<file path="config.mk">
export PLATFORM = sky130hd
export DESIGN_NAME = dhc_host_ctrl
export DESIGN_NICKNAME = d
export VERILOG_FILES = /design/src/dhc_pkg.sv /design/src/dhc_host_ctrl.sv /design/src/dhc_sync_edge.sv
export VERILOG_INCLUDE_DIRS = /design/src /design/src/src
export SDC_FILE = /design/constraint.sdc
export NUM_CORES = 2
export LEC_CHECK = 0
export BUFFER_PORTS_ARGS = -buffer_cell sky130_fd_sc_hd__buf_2
export CORE_ASPECT_RATIO = 2
export CORE_MARGIN = 2
export CORE_UTILIZATION = 39
export DETAILED_ROUTE_END_ITERATION = 7
export HOLD_SLACK_MARGIN = 0.02
export PLACE_DENSITY = 0.64
export SYNTH_ARGS = -nofsm -noshare
export SYNTH_HDL_FRONTEND = slang
export SYNTH_SLANG_ARGS = --single-unit
</file>
<file path="constraint.sdc">
create_clock -name clk -period 16 [get_ports clk]
set_input_delay 2.4 -clock clk [delete_from_list [all_inputs] [get_ports clk]]
set_output_delay 2.4 -clock clk [all_outputs]
set_load 0.005 [all_outputs]
</file>
<file path="src/dhc_defines.svh">
// Timing constants and field layouts for the host pin update controller
`ifndef DHC_DEFINES_SVH
`define DHC_DEFINES_SVH

`define DHC_CLK_MHZ 100
`define DHC_CLR_BUSY_US 35
`define DHC_CLR_CYCLES (`DHC_CLR_BUSY_US * `DHC_CLK_MHZ)
`define DHC_RST_BUSY_US 270
`define DHC_RST_CYCLES (`DHC_RST_BUSY_US * `DHC_CLK_MHZ)
`define DHC_CALC_CYCLES 16
`define DHC_DATA_W 14
`define DHC_ADDR_W 5
`define DHC_CHANNELS 40
`define DHC_CLASS_SFR 2'h0
`define DHC_CLASS_GAIN 2'h1
`define DHC_CLASS_OFFSET 2'h2
`define DHC_CLASS_DATA 2'h3
`define DHC_RAW_RESET 14'h0000
`define DHC_GAIN_RESET 14'h3ffe
`define DHC_OFFSET_RESET 14'h2000
`define DHC_CLRCODE_RESET 14'h0000
`define DHC_SFR_CLRCODE 5'h02
`define DHC_SFR_TOGGLE 5'h0c
`define DHC_SFR_PDMODE 5'h08

`endif

</file>
<file path="src/dhc_pkg.sv">
// Types shared by the host pin update controller
package dhc_pkg;
  typedef enum logic [2:0] {
    ST_RESET = 3'h0,
    ST_IDLE = 3'h1,
    ST_CALC = 3'h2,
    ST_LOAD = 3'h3,
    ST_CLEAR = 3'h4
  } dhc_state_e;
  typedef logic [13:0] dhc_word_t;
endpackage : dhc_pkg

</file>
<file path="src/dhc_host_ctrl.sv">
// Parallel write port, busy and load-update control of the converter
`timescale 1ns/10ps
`default_nettype none
`include "dhc_defines.svh"
// Overview of operation
// RULE1 - Write strobe rising edge with chip select low captures data bus.
// RULE2 - Data word is fourteen bits, top line is the MSB.
// RULE3 - Five address lines select one of forty channel locations; code reaches only channels 0 to 31.
// RULE4 - Class inputs pick data, offset, gain or special registers.
// RULE5 - Toggle mode: select pin picks A or B; else A.
// RULE6 - In toggle mode each load-update swaps outputs between A and B.
// RULE7 - Busy low during calculation; input writes accepted, outputs held.
// RULE8 - Load-update low while busy high transfers all inputs at once; code walks the channels one per clock cycle.
// RULE9 - Load-update during calculation is remembered, done when busy rises.
// RULE10 - During reset busy low, interface off, load-updates discarded.
// RULE11 - Clear falling edge loads clear code everywhere, busy low 35 us; code acts on clear edges only in idle state.
// RULE12 - Reset falling edge restores defaults, busy low 270 us.
// RULE13 - After reset sequence, reset pin ignored until next falling edge.
// RULE14 - Power-down level puts analog in low power; serial stays active.
// RULE15 - Power-down output state follows configured power-down mode.
// RULE16 - Host uses chip select as frame sync in serial mode.
// RULE17 - Serial mode with chain enable high selects daisy-chain mode.
// RULE18 - Serial output tristates; shifts on rising serial clock edge.
// RULE19 - Two address pins set the two-wire bus address.
// RULE20 - Host drives interface select low parallel, high serial.
// RULE21 - Host holds chip select low to address the device.
// RULE22 - Strobe, clear, reset, load-update are synchronised, edges detected.
module dhc_host_ctrl #(
  parameter int CHANNELS = `DHC_CHANNELS,
  parameter int CLR_CYCLES = `DHC_CLR_CYCLES,
  parameter int RST_CYCLES = `DHC_RST_CYCLES,
  parameter int CALC_CYCLES = `DHC_CALC_CYCLES
) (
  input wire logic clk,
  input wire logic rst_n,
  input wire logic clk_en,
  input wire logic interface_select,
  input wire logic chip_select_n,
  input wire logic write_n,
  input wire logic [13:0] parallel_data_bus,
  input wire logic [4:0] channel_address,
  input wire logic reg_class_hi,
  input wire logic reg_class_lo,
  input wire logic ab_select,
  input wire logic load_update_n,
  input wire logic clear_n,
  input wire logic reset_pin_n,
  input wire logic power_down,
  input wire logic chain_enable,
  input wire logic bus_addr_pin0,
  input wire logic bus_addr_pin1,
  input wire logic serial_shift_in,
  input wire logic serial_clk,
  output logic serial_out,
  output logic serial_out_oe_n,
  output logic busy_n,
  output logic daisy_chain_mode,
  output logic [1:0] two_wire_addr,
  output logic analog_low_power,
  output logic out_pulldown,
  output logic out_high_z,
  output logic dac_valid,
  output logic [5:0] dac_channel,
  output logic [13:0] dac_word
);
  initial begin
    if (CHANNELS < 1 || CHANNELS > 40 || CLR_CYCLES < CHANNELS ||
        RST_CYCLES < CHANNELS || CALC_CYCLES < 1)
      $error("dhc_host_ctrl: unsupported parameter values");
  end

  localparam int CW = 32;

  // Raw inputs synchronised before use
  logic wr_lvl, wr_rise, wr_fall;
  logic ld_lvl, ld_rise, ld_fall;
  logic cl_lvl, cl_rise, cl_fall;
  logic rs_lvl, rs_rise, rs_fall;
  logic [13:0] db_meta_q, db_q;
  logic [6:0] ad_meta_q, ad_q;
  logic [6:0] lv_meta_q, lv_q;
  logic [1:0] sck_meta_q, sck_q;
  logic sck_prev_q;

  dhc_sync_edge #(.RESET_VAL(1'b1)) u_wr (.clk(clk), .rst_n(rst_n),
    .en(clk_en), .pin(write_n), .level(wr_lvl), .rise(wr_rise),
    .fall(wr_fall)); // RULE22
  dhc_sync_edge #(.RESET_VAL(1'b1)) u_ld (.clk(clk), .rst_n(rst_n),
    .en(clk_en), .pin(load_update_n), .level(ld_lvl), .rise(ld_rise),
    .fall(ld_fall)); // RULE22
  dhc_sync_edge #(.RESET_VAL(1'b1)) u_cl (.clk(clk), .rst_n(rst_n),
    .en(clk_en), .pin(clear_n), .level(cl_lvl), .rise(cl_rise),
    .fall(cl_fall)); // RULE22
  dhc_sync_edge #(.RESET_VAL(1'b1)) u_rs (.clk(clk), .rst_n(rst_n),
    .en(clk_en), .pin(reset_pin_n), .level(rs_lvl), .rise(rs_rise),
    .fall(rs_fall)); // RULE22

  // Data, address and levels are sampled through two stages as well
  always_ff @(posedge clk or negedge rst_n) begin
    if (!rst_n) begin
      db_meta_q <= 14'h0000;
      db_q <= 14'h0000;
      ad_meta_q <= 7'h00;
      ad_q <= 7'h00;
      lv_meta_q <= 7'h40;
      lv_q <= 7'h40;
      sck_meta_q <= 2'h0;
      sck_q <= 2'h0;
      sck_prev_q <= 1'b0;
    end else if (clk_en) begin
      db_meta_q <= parallel_data_bus;
      db_q <= db_meta_q;
      ad_meta_q <= {channel_address, reg_class_hi, reg_class_lo};
      ad_q <= ad_meta_q;
      lv_meta_q <= {chip_select_n, interface_select, ab_select,
                    power_down, chain_enable, bus_addr_pin1, bus_addr_pin0};
      lv_q <= lv_meta_q;
      sck_meta_q <= {serial_clk, serial_shift_in};
      sck_q <= sck_meta_q;
      sck_prev_q <= sck_q[1];
    end
  end

  logic cs_n_s, ser_s, ab_s, pd_s, chain_enable_s;
  assign cs_n_s = lv_q[6];
  assign ser_s = lv_q[5];
  assign ab_s = lv_q[4];
  assign pd_s = lv_q[3];
  assign chain_enable_s = lv_q[2];

  function automatic logic chan_ok(input logic [4:0] a, input int n);
    chan_ok = int'(a) < n;
  endfunction : chan_ok

  // Register storage
  dhc_pkg::dhc_word_t raw_a_q [CHANNELS];
  dhc_pkg::dhc_word_t raw_b_q [CHANNELS];
  dhc_pkg::dhc_word_t gain_q [CHANNELS];
  dhc_pkg::dhc_word_t offs_q [CHANNELS];
  dhc_pkg::dhc_word_t dac_a_q [CHANNELS];
  dhc_pkg::dhc_word_t dac_b_q [CHANNELS];
  dhc_pkg::dhc_word_t clr_code_q;
  logic toggle_mode_q;
  logic pd_mode_q;
  logic out_sel_b_q;

  dhc_pkg::dhc_state_e state_q;
  logic [CW-1:0] cnt_q;
  logic [5:0] walk_q;
  logic ld_pending_q;
  logic calc_pending_q;
  logic is_par;

  assign is_par = ~ser_s;

  // Accepted parallel write: only outside reset, parallel mode, cs low
  logic wr_take;
  assign wr_take = wr_rise & ~cs_n_s & is_par &
                   (state_q != dhc_pkg::ST_RESET); // RULE1 RULE10
  logic [4:0] wr_ch;
  logic [1:0] wr_cls;
  assign wr_ch = ad_q[6:2]; // RULE3
  assign wr_cls = ad_q[1:0]; // RULE4
  logic wr_b;
  assign wr_b = toggle_mode_q & ab_s; // RULE5

  // Input registers: written in any non-reset state
  always_ff @(posedge clk or negedge rst_n) begin
    if (!rst_n) begin
      for (int i = 0; i < CHANNELS; i++) begin
        raw_a_q[i] <= `DHC_RAW_RESET;
        raw_b_q[i] <= `DHC_RAW_RESET;
        gain_q[i] <= `DHC_GAIN_RESET;
        offs_q[i] <= `DHC_OFFSET_RESET;
      end
    end else if (clk_en) begin
      if (state_q == dhc_pkg::ST_RESET && cnt_q == 0) begin
        for (int i = 0; i < CHANNELS; i++) begin
          raw_a_q[i] <= `DHC_RAW_RESET; // RULE12
          raw_b_q[i] <= `DHC_RAW_RESET;
          gain_q[i] <= `DHC_GAIN_RESET;
          offs_q[i] <= `DHC_OFFSET_RESET;
        end
      end else if (wr_take && chan_ok(wr_ch, CHANNELS)) begin
        case (wr_cls)
          `DHC_CLASS_DATA: begin
            if (wr_b) raw_b_q[wr_ch] <= db_q; // RULE2 RULE5
            else raw_a_q[wr_ch] <= db_q;
          end
          `DHC_CLASS_GAIN: gain_q[wr_ch] <= db_q;
          `DHC_CLASS_OFFSET: offs_q[wr_ch] <= db_q;
          default: ;
        endcase
      end
    end
  end

  // Special function registers reached with class zero
  always_ff @(posedge clk or negedge rst_n) begin
    if (!rst_n) begin
      clr_code_q <= `DHC_CLRCODE_RESET;
      toggle_mode_q <= 1'b0;
      pd_mode_q <= 1'b0;
    end else if (clk_en) begin
      if (state_q == dhc_pkg::ST_RESET && cnt_q == 0) begin
        clr_code_q <= `DHC_CLRCODE_RESET;
        toggle_mode_q <= 1'b0;
        pd_mode_q <= 1'b0;
      end else if (wr_take && wr_cls == `DHC_CLASS_SFR) begin // RULE4
        case (wr_ch)
          `DHC_SFR_CLRCODE: clr_code_q <= db_q;
          `DHC_SFR_TOGGLE: toggle_mode_q <= db_q[0];
          `DHC_SFR_PDMODE: pd_mode_q <= db_q[0]; // RULE15
          default: ;
        endcase
      end
    end
  end

  // Corrected value: raw scaled by gain plus offset, centred
  function automatic dhc_pkg::dhc_word_t correct(input dhc_pkg::dhc_word_t x,
      input dhc_pkg::dhc_word_t m, input dhc_pkg::dhc_word_t c);
    logic [28:0] prod;
    logic [15:0] sum;
    prod = {15'h0000, x} * ({15'h0000, m} + 29'h0000001);
    sum = 16'(prod[28:14]) + 16'(c) - 16'h2000;
    if (sum[15]) correct = 14'h0000;
    else if (sum[14]) correct = 14'h3fff;
    else correct = sum[13:0];
  endfunction : correct

  // Calculation request raised by any data, gain or offset class write
  logic calc_req;
  assign calc_req = wr_take && wr_cls != `DHC_CLASS_SFR;

  // Sequencer: reset, calculation, load and clear walks
  always_ff @(posedge clk or negedge rst_n) begin
    if (!rst_n) begin
      state_q <= dhc_pkg::ST_RESET;
      cnt_q <= CW'(RST_CYCLES - 1);
      walk_q <= 6'h00;
      ld_pending_q <= 1'b0;
      calc_pending_q <= 1'b0;
    end else if (clk_en) begin
      if (rs_fall) begin
        state_q <= dhc_pkg::ST_RESET; // RULE12 RULE13
        cnt_q <= CW'(RST_CYCLES - 1);
        ld_pending_q <= 1'b0;
        calc_pending_q <= 1'b0;
      end else begin
        if (calc_req) calc_pending_q <= 1'b1;
        case (state_q)
          dhc_pkg::ST_RESET: begin
            ld_pending_q <= 1'b0; // RULE10
            if (cnt_q == 0) state_q <= dhc_pkg::ST_IDLE;
            else cnt_q <= cnt_q - CW'(1);
          end
          dhc_pkg::ST_IDLE: begin
            if (cl_fall) begin
              state_q <= dhc_pkg::ST_CLEAR; // RULE11
              cnt_q <= CW'(CLR_CYCLES - 1);
              walk_q <= 6'h00;
            end else if (ld_fall || ld_pending_q) begin
              state_q <= dhc_pkg::ST_LOAD; // RULE8 RULE9
              walk_q <= 6'h00;
              ld_pending_q <= 1'b0;
            end else if (calc_pending_q || calc_req) begin
              state_q <= dhc_pkg::ST_CALC; // RULE7
              cnt_q <= CW'(CALC_CYCLES - 1);
              calc_pending_q <= 1'b0;
            end
          end
          dhc_pkg::ST_CALC: begin
            if (ld_fall) ld_pending_q <= 1'b1; // RULE9
            if (cnt_q == 0) state_q <= dhc_pkg::ST_IDLE;
            else cnt_q <= cnt_q - CW'(1);
          end
          dhc_pkg::ST_LOAD: begin
            if (ld_fall) ld_pending_q <= 1'b1;
            if (int'(walk_q) == CHANNELS - 1) state_q <= dhc_pkg::ST_IDLE;
            else walk_q <= walk_q + 6'h01;
          end
          dhc_pkg::ST_CLEAR: begin
            if (ld_fall) ld_pending_q <= 1'b1;
            if (int'(walk_q) < CHANNELS - 1) walk_q <= walk_q + 6'h01;
            if (cnt_q == 0) state_q <= dhc_pkg::ST_IDLE;
            else cnt_q <= cnt_q - CW'(1);
          end
          default: state_q <= dhc_pkg::ST_RESET;
        endcase
      end
    end
  end

  // DAC registers and the toggle output select
  always_ff @(posedge clk or negedge rst_n) begin
    if (!rst_n) begin
      for (int i = 0; i < CHANNELS; i++) begin
        dac_a_q[i] <= 14'h0000;
        dac_b_q[i] <= 14'h0000;
      end
      out_sel_b_q <= 1'b0;
    end else if (clk_en) begin
      if (state_q == dhc_pkg::ST_RESET) begin
        for (int i = 0; i < CHANNELS; i++) begin
          dac_a_q[i] <= 14'h0000; // RULE12
          dac_b_q[i] <= 14'h0000;
        end
        out_sel_b_q <= 1'b0;
      end else if (state_q == dhc_pkg::ST_LOAD) begin
        dac_a_q[walk_q] <= correct(raw_a_q[walk_q], gain_q[walk_q],
                                   offs_q[walk_q]); // RULE8
        dac_b_q[walk_q] <= correct(raw_b_q[walk_q], gain_q[walk_q],
                                   offs_q[walk_q]);
        if (int'(walk_q) == CHANNELS - 1 && toggle_mode_q)
          out_sel_b_q <= ~out_sel_b_q; // RULE6
      end else if (state_q == dhc_pkg::ST_CLEAR) begin
        dac_a_q[walk_q] <= clr_code_q; // RULE11
        dac_b_q[walk_q] <= clr_code_q;
        out_sel_b_q <= 1'b0;
      end
    end
  end

  // Output word presented per channel as it is updated
  always_ff @(posedge clk or negedge rst_n) begin
    if (!rst_n) begin
      dac_valid <= 1'b0;
      dac_channel <= 6'h00;
      dac_word <= 14'h0000;
    end else if (clk_en) begin
      dac_valid <= (state_q == dhc_pkg::ST_LOAD) ||
                   (state_q == dhc_pkg::ST_CLEAR &&
                    cnt_q >= CW'(CLR_CYCLES - CHANNELS)); // RULE11
      dac_channel <= walk_q;
      if (state_q == dhc_pkg::ST_CLEAR) dac_word <= clr_code_q;
      else if (toggle_mode_q && !out_sel_b_q)
        dac_word <= correct(raw_b_q[walk_q], gain_q[walk_q],
                            offs_q[walk_q]); // RULE6
      else
        dac_word <= correct(raw_a_q[walk_q], gain_q[walk_q],
                            offs_q[walk_q]);
    end
  end

  // Busy and pin-function outputs
  always_ff @(posedge clk or negedge rst_n) begin
    if (!rst_n) begin
      busy_n <= 1'b0;
      daisy_chain_mode <= 1'b0;
      two_wire_addr <= 2'h0;
      analog_low_power <= 1'b0;
      out_pulldown <= 1'b0;
      out_high_z <= 1'b0;
    end else if (clk_en) begin
      busy_n <= (state_q == dhc_pkg::ST_IDLE) && !rs_fall && !cl_fall
                && !ld_fall && !calc_req; // RULE7 RULE10 RULE11
      daisy_chain_mode <= ser_s & chain_enable_s; // RULE17
      two_wire_addr <= lv_q[1:0]; // RULE19
      analog_low_power <= pd_s; // RULE14
      out_pulldown <= pd_s & pd_mode_q; // RULE15
      out_high_z <= pd_s & ~pd_mode_q; // RULE15
    end
  end

  // Serial out follows the daisy-chain input on rising serial clock
  always_ff @(posedge clk or negedge rst_n) begin
    if (!rst_n) begin
      serial_out <= 1'b0;
      serial_out_oe_n <= 1'b1;
    end else if (clk_en) begin
      serial_out_oe_n <= ~(ser_s & ~cs_n_s); // RULE18
      if (sck_q[1] && !sck_prev_q) serial_out <= sck_q[0]; // RULE18
    end
  end

  logic unused_ok;
  assign unused_ok = ^{wr_lvl, wr_fall, ld_lvl, ld_rise, cl_lvl, cl_rise,
                       rs_lvl, rs_rise};
endmodule : dhc_host_ctrl
`default_nettype wire

</file>
<file path="src/dhc_sync_edge.sv">
// Two-stage synchroniser with rising and falling edge pulses
`timescale 1ns/10ps
`default_nettype none
module dhc_sync_edge #(
  parameter logic RESET_VAL = 1'b1
) (
  input wire logic clk,
  input wire logic rst_n,
  input wire logic en,
  input wire logic pin,
  output logic level,
  output logic rise,
  output logic fall
);
  logic meta_q;
  logic sync_q;
  logic prev_q;

  always_ff @(posedge clk or negedge rst_n) begin
    if (!rst_n) begin
      meta_q <= RESET_VAL;
      sync_q <= RESET_VAL;
      prev_q <= RESET_VAL;
    end else if (en) begin
      meta_q <= pin;
      sync_q <= meta_q;
      prev_q <= sync_q;
    end
  end

  assign level = sync_q;
  assign rise = en & sync_q & ~prev_q;
  assign fall = en & ~sync_q & prev_q;
endmodule : dhc_sync_edge
`default_nettype wire
</file>
==> results_dict.tcl <==
set metrics [dict create \
    crit_path_max_fanout 107 \
    clock_latency_ns 0.86 \
    ant_nets 0 \
    cts-resized-gates 0 \
    cts_tree "built" \
    grt_pass1_vias 78581 \
    maxCapViolations 1 \
    arrival_ns 15.55 \
    final.setup.tns_ns 0 \
    rows 265 \
    clock-skew-final_ns 0.07791 \
    synth_compound_area_share_pct 11.97 \
    start_util_pct 39.16 \
    power_density_nw_per_um2 99.84 \
    grt_max_degree 189 \
    synth_top_family_by_area "multiplexers" \
    die_x_um 365.5 \
    cts_buffers 169 \
    drt-initial-drc-count 6840 \
    slowest_delay_ns 1.08 \
    cp-end-kind "flop" \
    io-pin-count 67 \
    fin_nets 9771 \
    antenna_found_initial 23 \
    cts_setup_buffers 0 \
    synthDistinctLibCells 96 \
    synth-seq-cells 1957 \
    layout_min_cycle_time_ns 14.78 \
    fin_area_um2 110500 \
    p_leak_uw 0.04702 \
    muxShareOfSynthArea_pct 13.41 \
    max_slew_margin_pct -3.185 \
    vias 74713 \
    fmax_mhz 67.68 \
    die_h_um 727.0 \
    first_pass_iters 8 \
    crit_slowest_cell "mux2i_1" \
    post_dp_cell_area_um2 104900 \
    mappedNetlistArea_um2 101900 \
    wl_mm 349.9 \
    synth_edf_count 0 \
    avgSynthCellArea_um2 10.72 \
    yosysWarnings 0 \
    rsz0062_at_grt "false" \
    clock-sinks 1957 \
    cp_data_required_time_ns 16.78 \
    routabilityCongestion 0.9890 \
    cts_hold_buffers 0 \
    cts-root-buf "clkbuf_16" \
    synthArstFlopShare_pct 100.0 \
    dpl.hpwl_mm 247.3 \
    hold_path.class "flop to flop" \
    synthSimpleGateAreaFrac_pct 11.71 \
    drive_gt1_share_pct 18.34 \
    ys_seq_area_share_pct 48.63 \
    violations "max-capacitance violations, max-slew violations" \
    timing.final.crit_share_pct 92.35 \
    clockBufferDepth 4 \
    path_clk_slew_ns 0.07 \
    synth_top_flop_cell "dfrtp_1" \
    gr-total-overflow 0 \
    wl_per_cell_um 27.35 \
    grt_util_all_layers_pct 26.56 \
    viasPerCell 5.840 \
    start_kind "flop" \
    synthAdderAreaFrac_pct 8.980 \
    outcome "finished with violations" \
    drv_slew 6 \
    drc_errors 0 \
    hold_viol 0 \
    syn_inst 9504 \
    total_power_uw 11030 \
    syn_nets 10089 \
    area_growth_pct 8.366 \
    cp_common_cell "fa_1" \
    core_area_um2 260300 \
    worstMarginPinSlew_ns 1.542 \
    h-tree-depth 4 \
    grt_pass1_wl_mm 520.0 \
    die_area_um2 265700 \
    criticalPathCategory "flop to flop" \
    io_buffer_count 66 \
    synthXorXnorAreaFrac_pct 0.6432 \
    vdd_ir_drop_max_mv 0.09841 \
    setup_viol 0 \
]
-- cell usage in the layout, fill, tap and decap left out, types with 13 or more instances in the layout --
| cell type | synthesis | layout |
|---|---|---|
| nand2_1 | 2264 | 2247 |
| o21ai_0 | 1785 | 1780 |
| dfrtp_1 | 1482 | 1476 |
| mux4_2 | 503 | 503 |
| dfstp_2 | 475 | 475 |
| inv_1 | 363 | 362 |
| fa_1 | 306 | 306 |
| ha_1 | 242 | 242 |
| nor2_1 | 227 | 212 |
| clkbuf_16 | 0 | 174 |
| buf_4 | 32 | 166 |
| a21oi_1 | 111 | 110 |
| mux2_2 | 91 | 91 |
| nor2b_1 | 76 | 76 |
| nor3_1 | 77 | 76 |
| a22o_1 | 75 | 75 |
| buf_2 | 136 | 64 |
| mux2i_1 | 55 | 55 |
| a31oi_1 | 54 | 54 |
| nand2b_1 | 53 | 53 |
| a21o_1 | 45 | 45 |
| and2_1 | 43 | 43 |
| xnor2_1 | 42 | 40 |
| nand3_1 | 39 | 39 |
| clkbuf_1 | 513 | 39 |
| o21ai_1 | 30 | 35 |
| clkinv_2 | 0 | 29 |
| clkbuf_8 | 0 | 28 |
| mux4_1 | 24 | 24 |
| xor2_1 | 31 | 24 |
| o21ai_2 | 21 | 21 |
| o21a_1 | 17 | 17 |
| a22oi_1 | 17 | 17 |
| or3_1 | 15 | 15 |
| nand2_4 | 1 | 15 |
| or2_2 | 14 | 14 |
| nor2_2 | 0 | 14 |
| nand3b_1 | 13 | 13 |
| nor3_2 | 12 | 13 |
| nand2_2 | 10 | 13 |
-- critical path: cells and delay by family (launching register included) --
family / cells / cell delay [ns]
AOI/OAI and AO/OA: 11 / 3.45
buffers and inverters: 6 / 1.77
DFF: 1 / 0.98
adders and majority gates: 9 / 3.89
muxes: 3 / 2.37
and+or+nand+nor: 5 / 1.17
xor gates and xnor gates: 2 / 0.91
-- state kept, by name, indices dropped and copies added (netlist names), 14 cells and up --
signal / count
cnt_q: 32
offs_q: 449
db_q: 14
raw_a_q: 448
raw_b_q: 448
dac_word: 14
clr_code_q: 14
gain_q: 449
db_meta_q: 14
-- through the flow --
step           hold slack [ns]  utilization (%)  cells  setup WS [ns]
2_1_floorplan           0.4388                -   9504          4.380
6_report                0.4673            42.44  12793          1.225
3_5_place_dp            0.4580            40.32  12485          1.458
3_3_place_gp            0.4498            40.32  12485          1.586
4_1_cts                 0.4680            42.42  12781          1.426
5_1_grt                 0.4781            42.43  12783         0.4546
-- kinds of logic after synthesis --
group,Yosys count
xor+xnor,74
compound gates,2248
simple gates,2901
buf+inv,1096
fa+ha+maj,548
mux,680
flops,1957
-- cells in the mapped netlist, drive strengths merged, types with 43 or more instances --
cell type	instances	share of area [%]
a21oi	111	0.55
dfstp	475	12
nand2b	53	0.33
clkbuf	514	1.9
nor3	89	0.50
fa	306	6.0
mux2i	61	0.65
nor2	227	0.84
ha	242	3.0
nor2b	76	0.47
xnor2	43	0.38
and2	51	0.33
nand2	2275	8.4
a22o	75	0.64
buf	216	1.4
a21o	45	0.33
mux4	528	12
a31oi	55	0.35
o21ai	1836	9.1
dfrtp	1482	36
mux2	91	1.0
inv	363	1.3
-- area by class of cell --
cell class,instances,area [um^2]
fillers,24451,149800
flip-flops and latches,1957,49590
multi-input cells,6451,47850
clock buffers,241,4886
well taps,3471,4343
repair buffers,243,1813
inverters,364,1366
clock inverters,55,585.6
diodes,11,27.53
-- power by group --
part	total, uW	internal (uW)	switching, uW
registers	5270	5120	156
logic	1520	471	1050
clock network	4230	2300	1930
-- routing by layer --
metal	GRT usage [%]	vias to the layer above	share of wire, %	wire length [um]
met4	25.24	24	12	41200
met1	26.77	38266	32	111300
li1	-	31895	-	-
met2	45.94	3216	50	176400
met3	4.492	1312	6.0	20950
met5	0	-	0.053	184
-- final timing paths --
| kind | cells after the start | slack [ns] | startpoint | endpoint |
|---|---|---|---|---|
| min | 2 | 0.47 | gain_q[351] | gain_q[351] |
| max | 36 | 1.22 | walk_q[0] | dac_word[2] |
| min in group asynchronous | 1 | 1.57 | rst_n | ad_q[2] |
| max reg2reg | 36 | 1.22 | walk_q[0] | dac_word[2] |
| min reg2reg | 2 | 0.47 | gain_q[351] | gain_q[351] |
| max in group asynchronous | 4 | 11.01 | rst_n | offs_q[146] |
(Power assumes the default switching activity.)
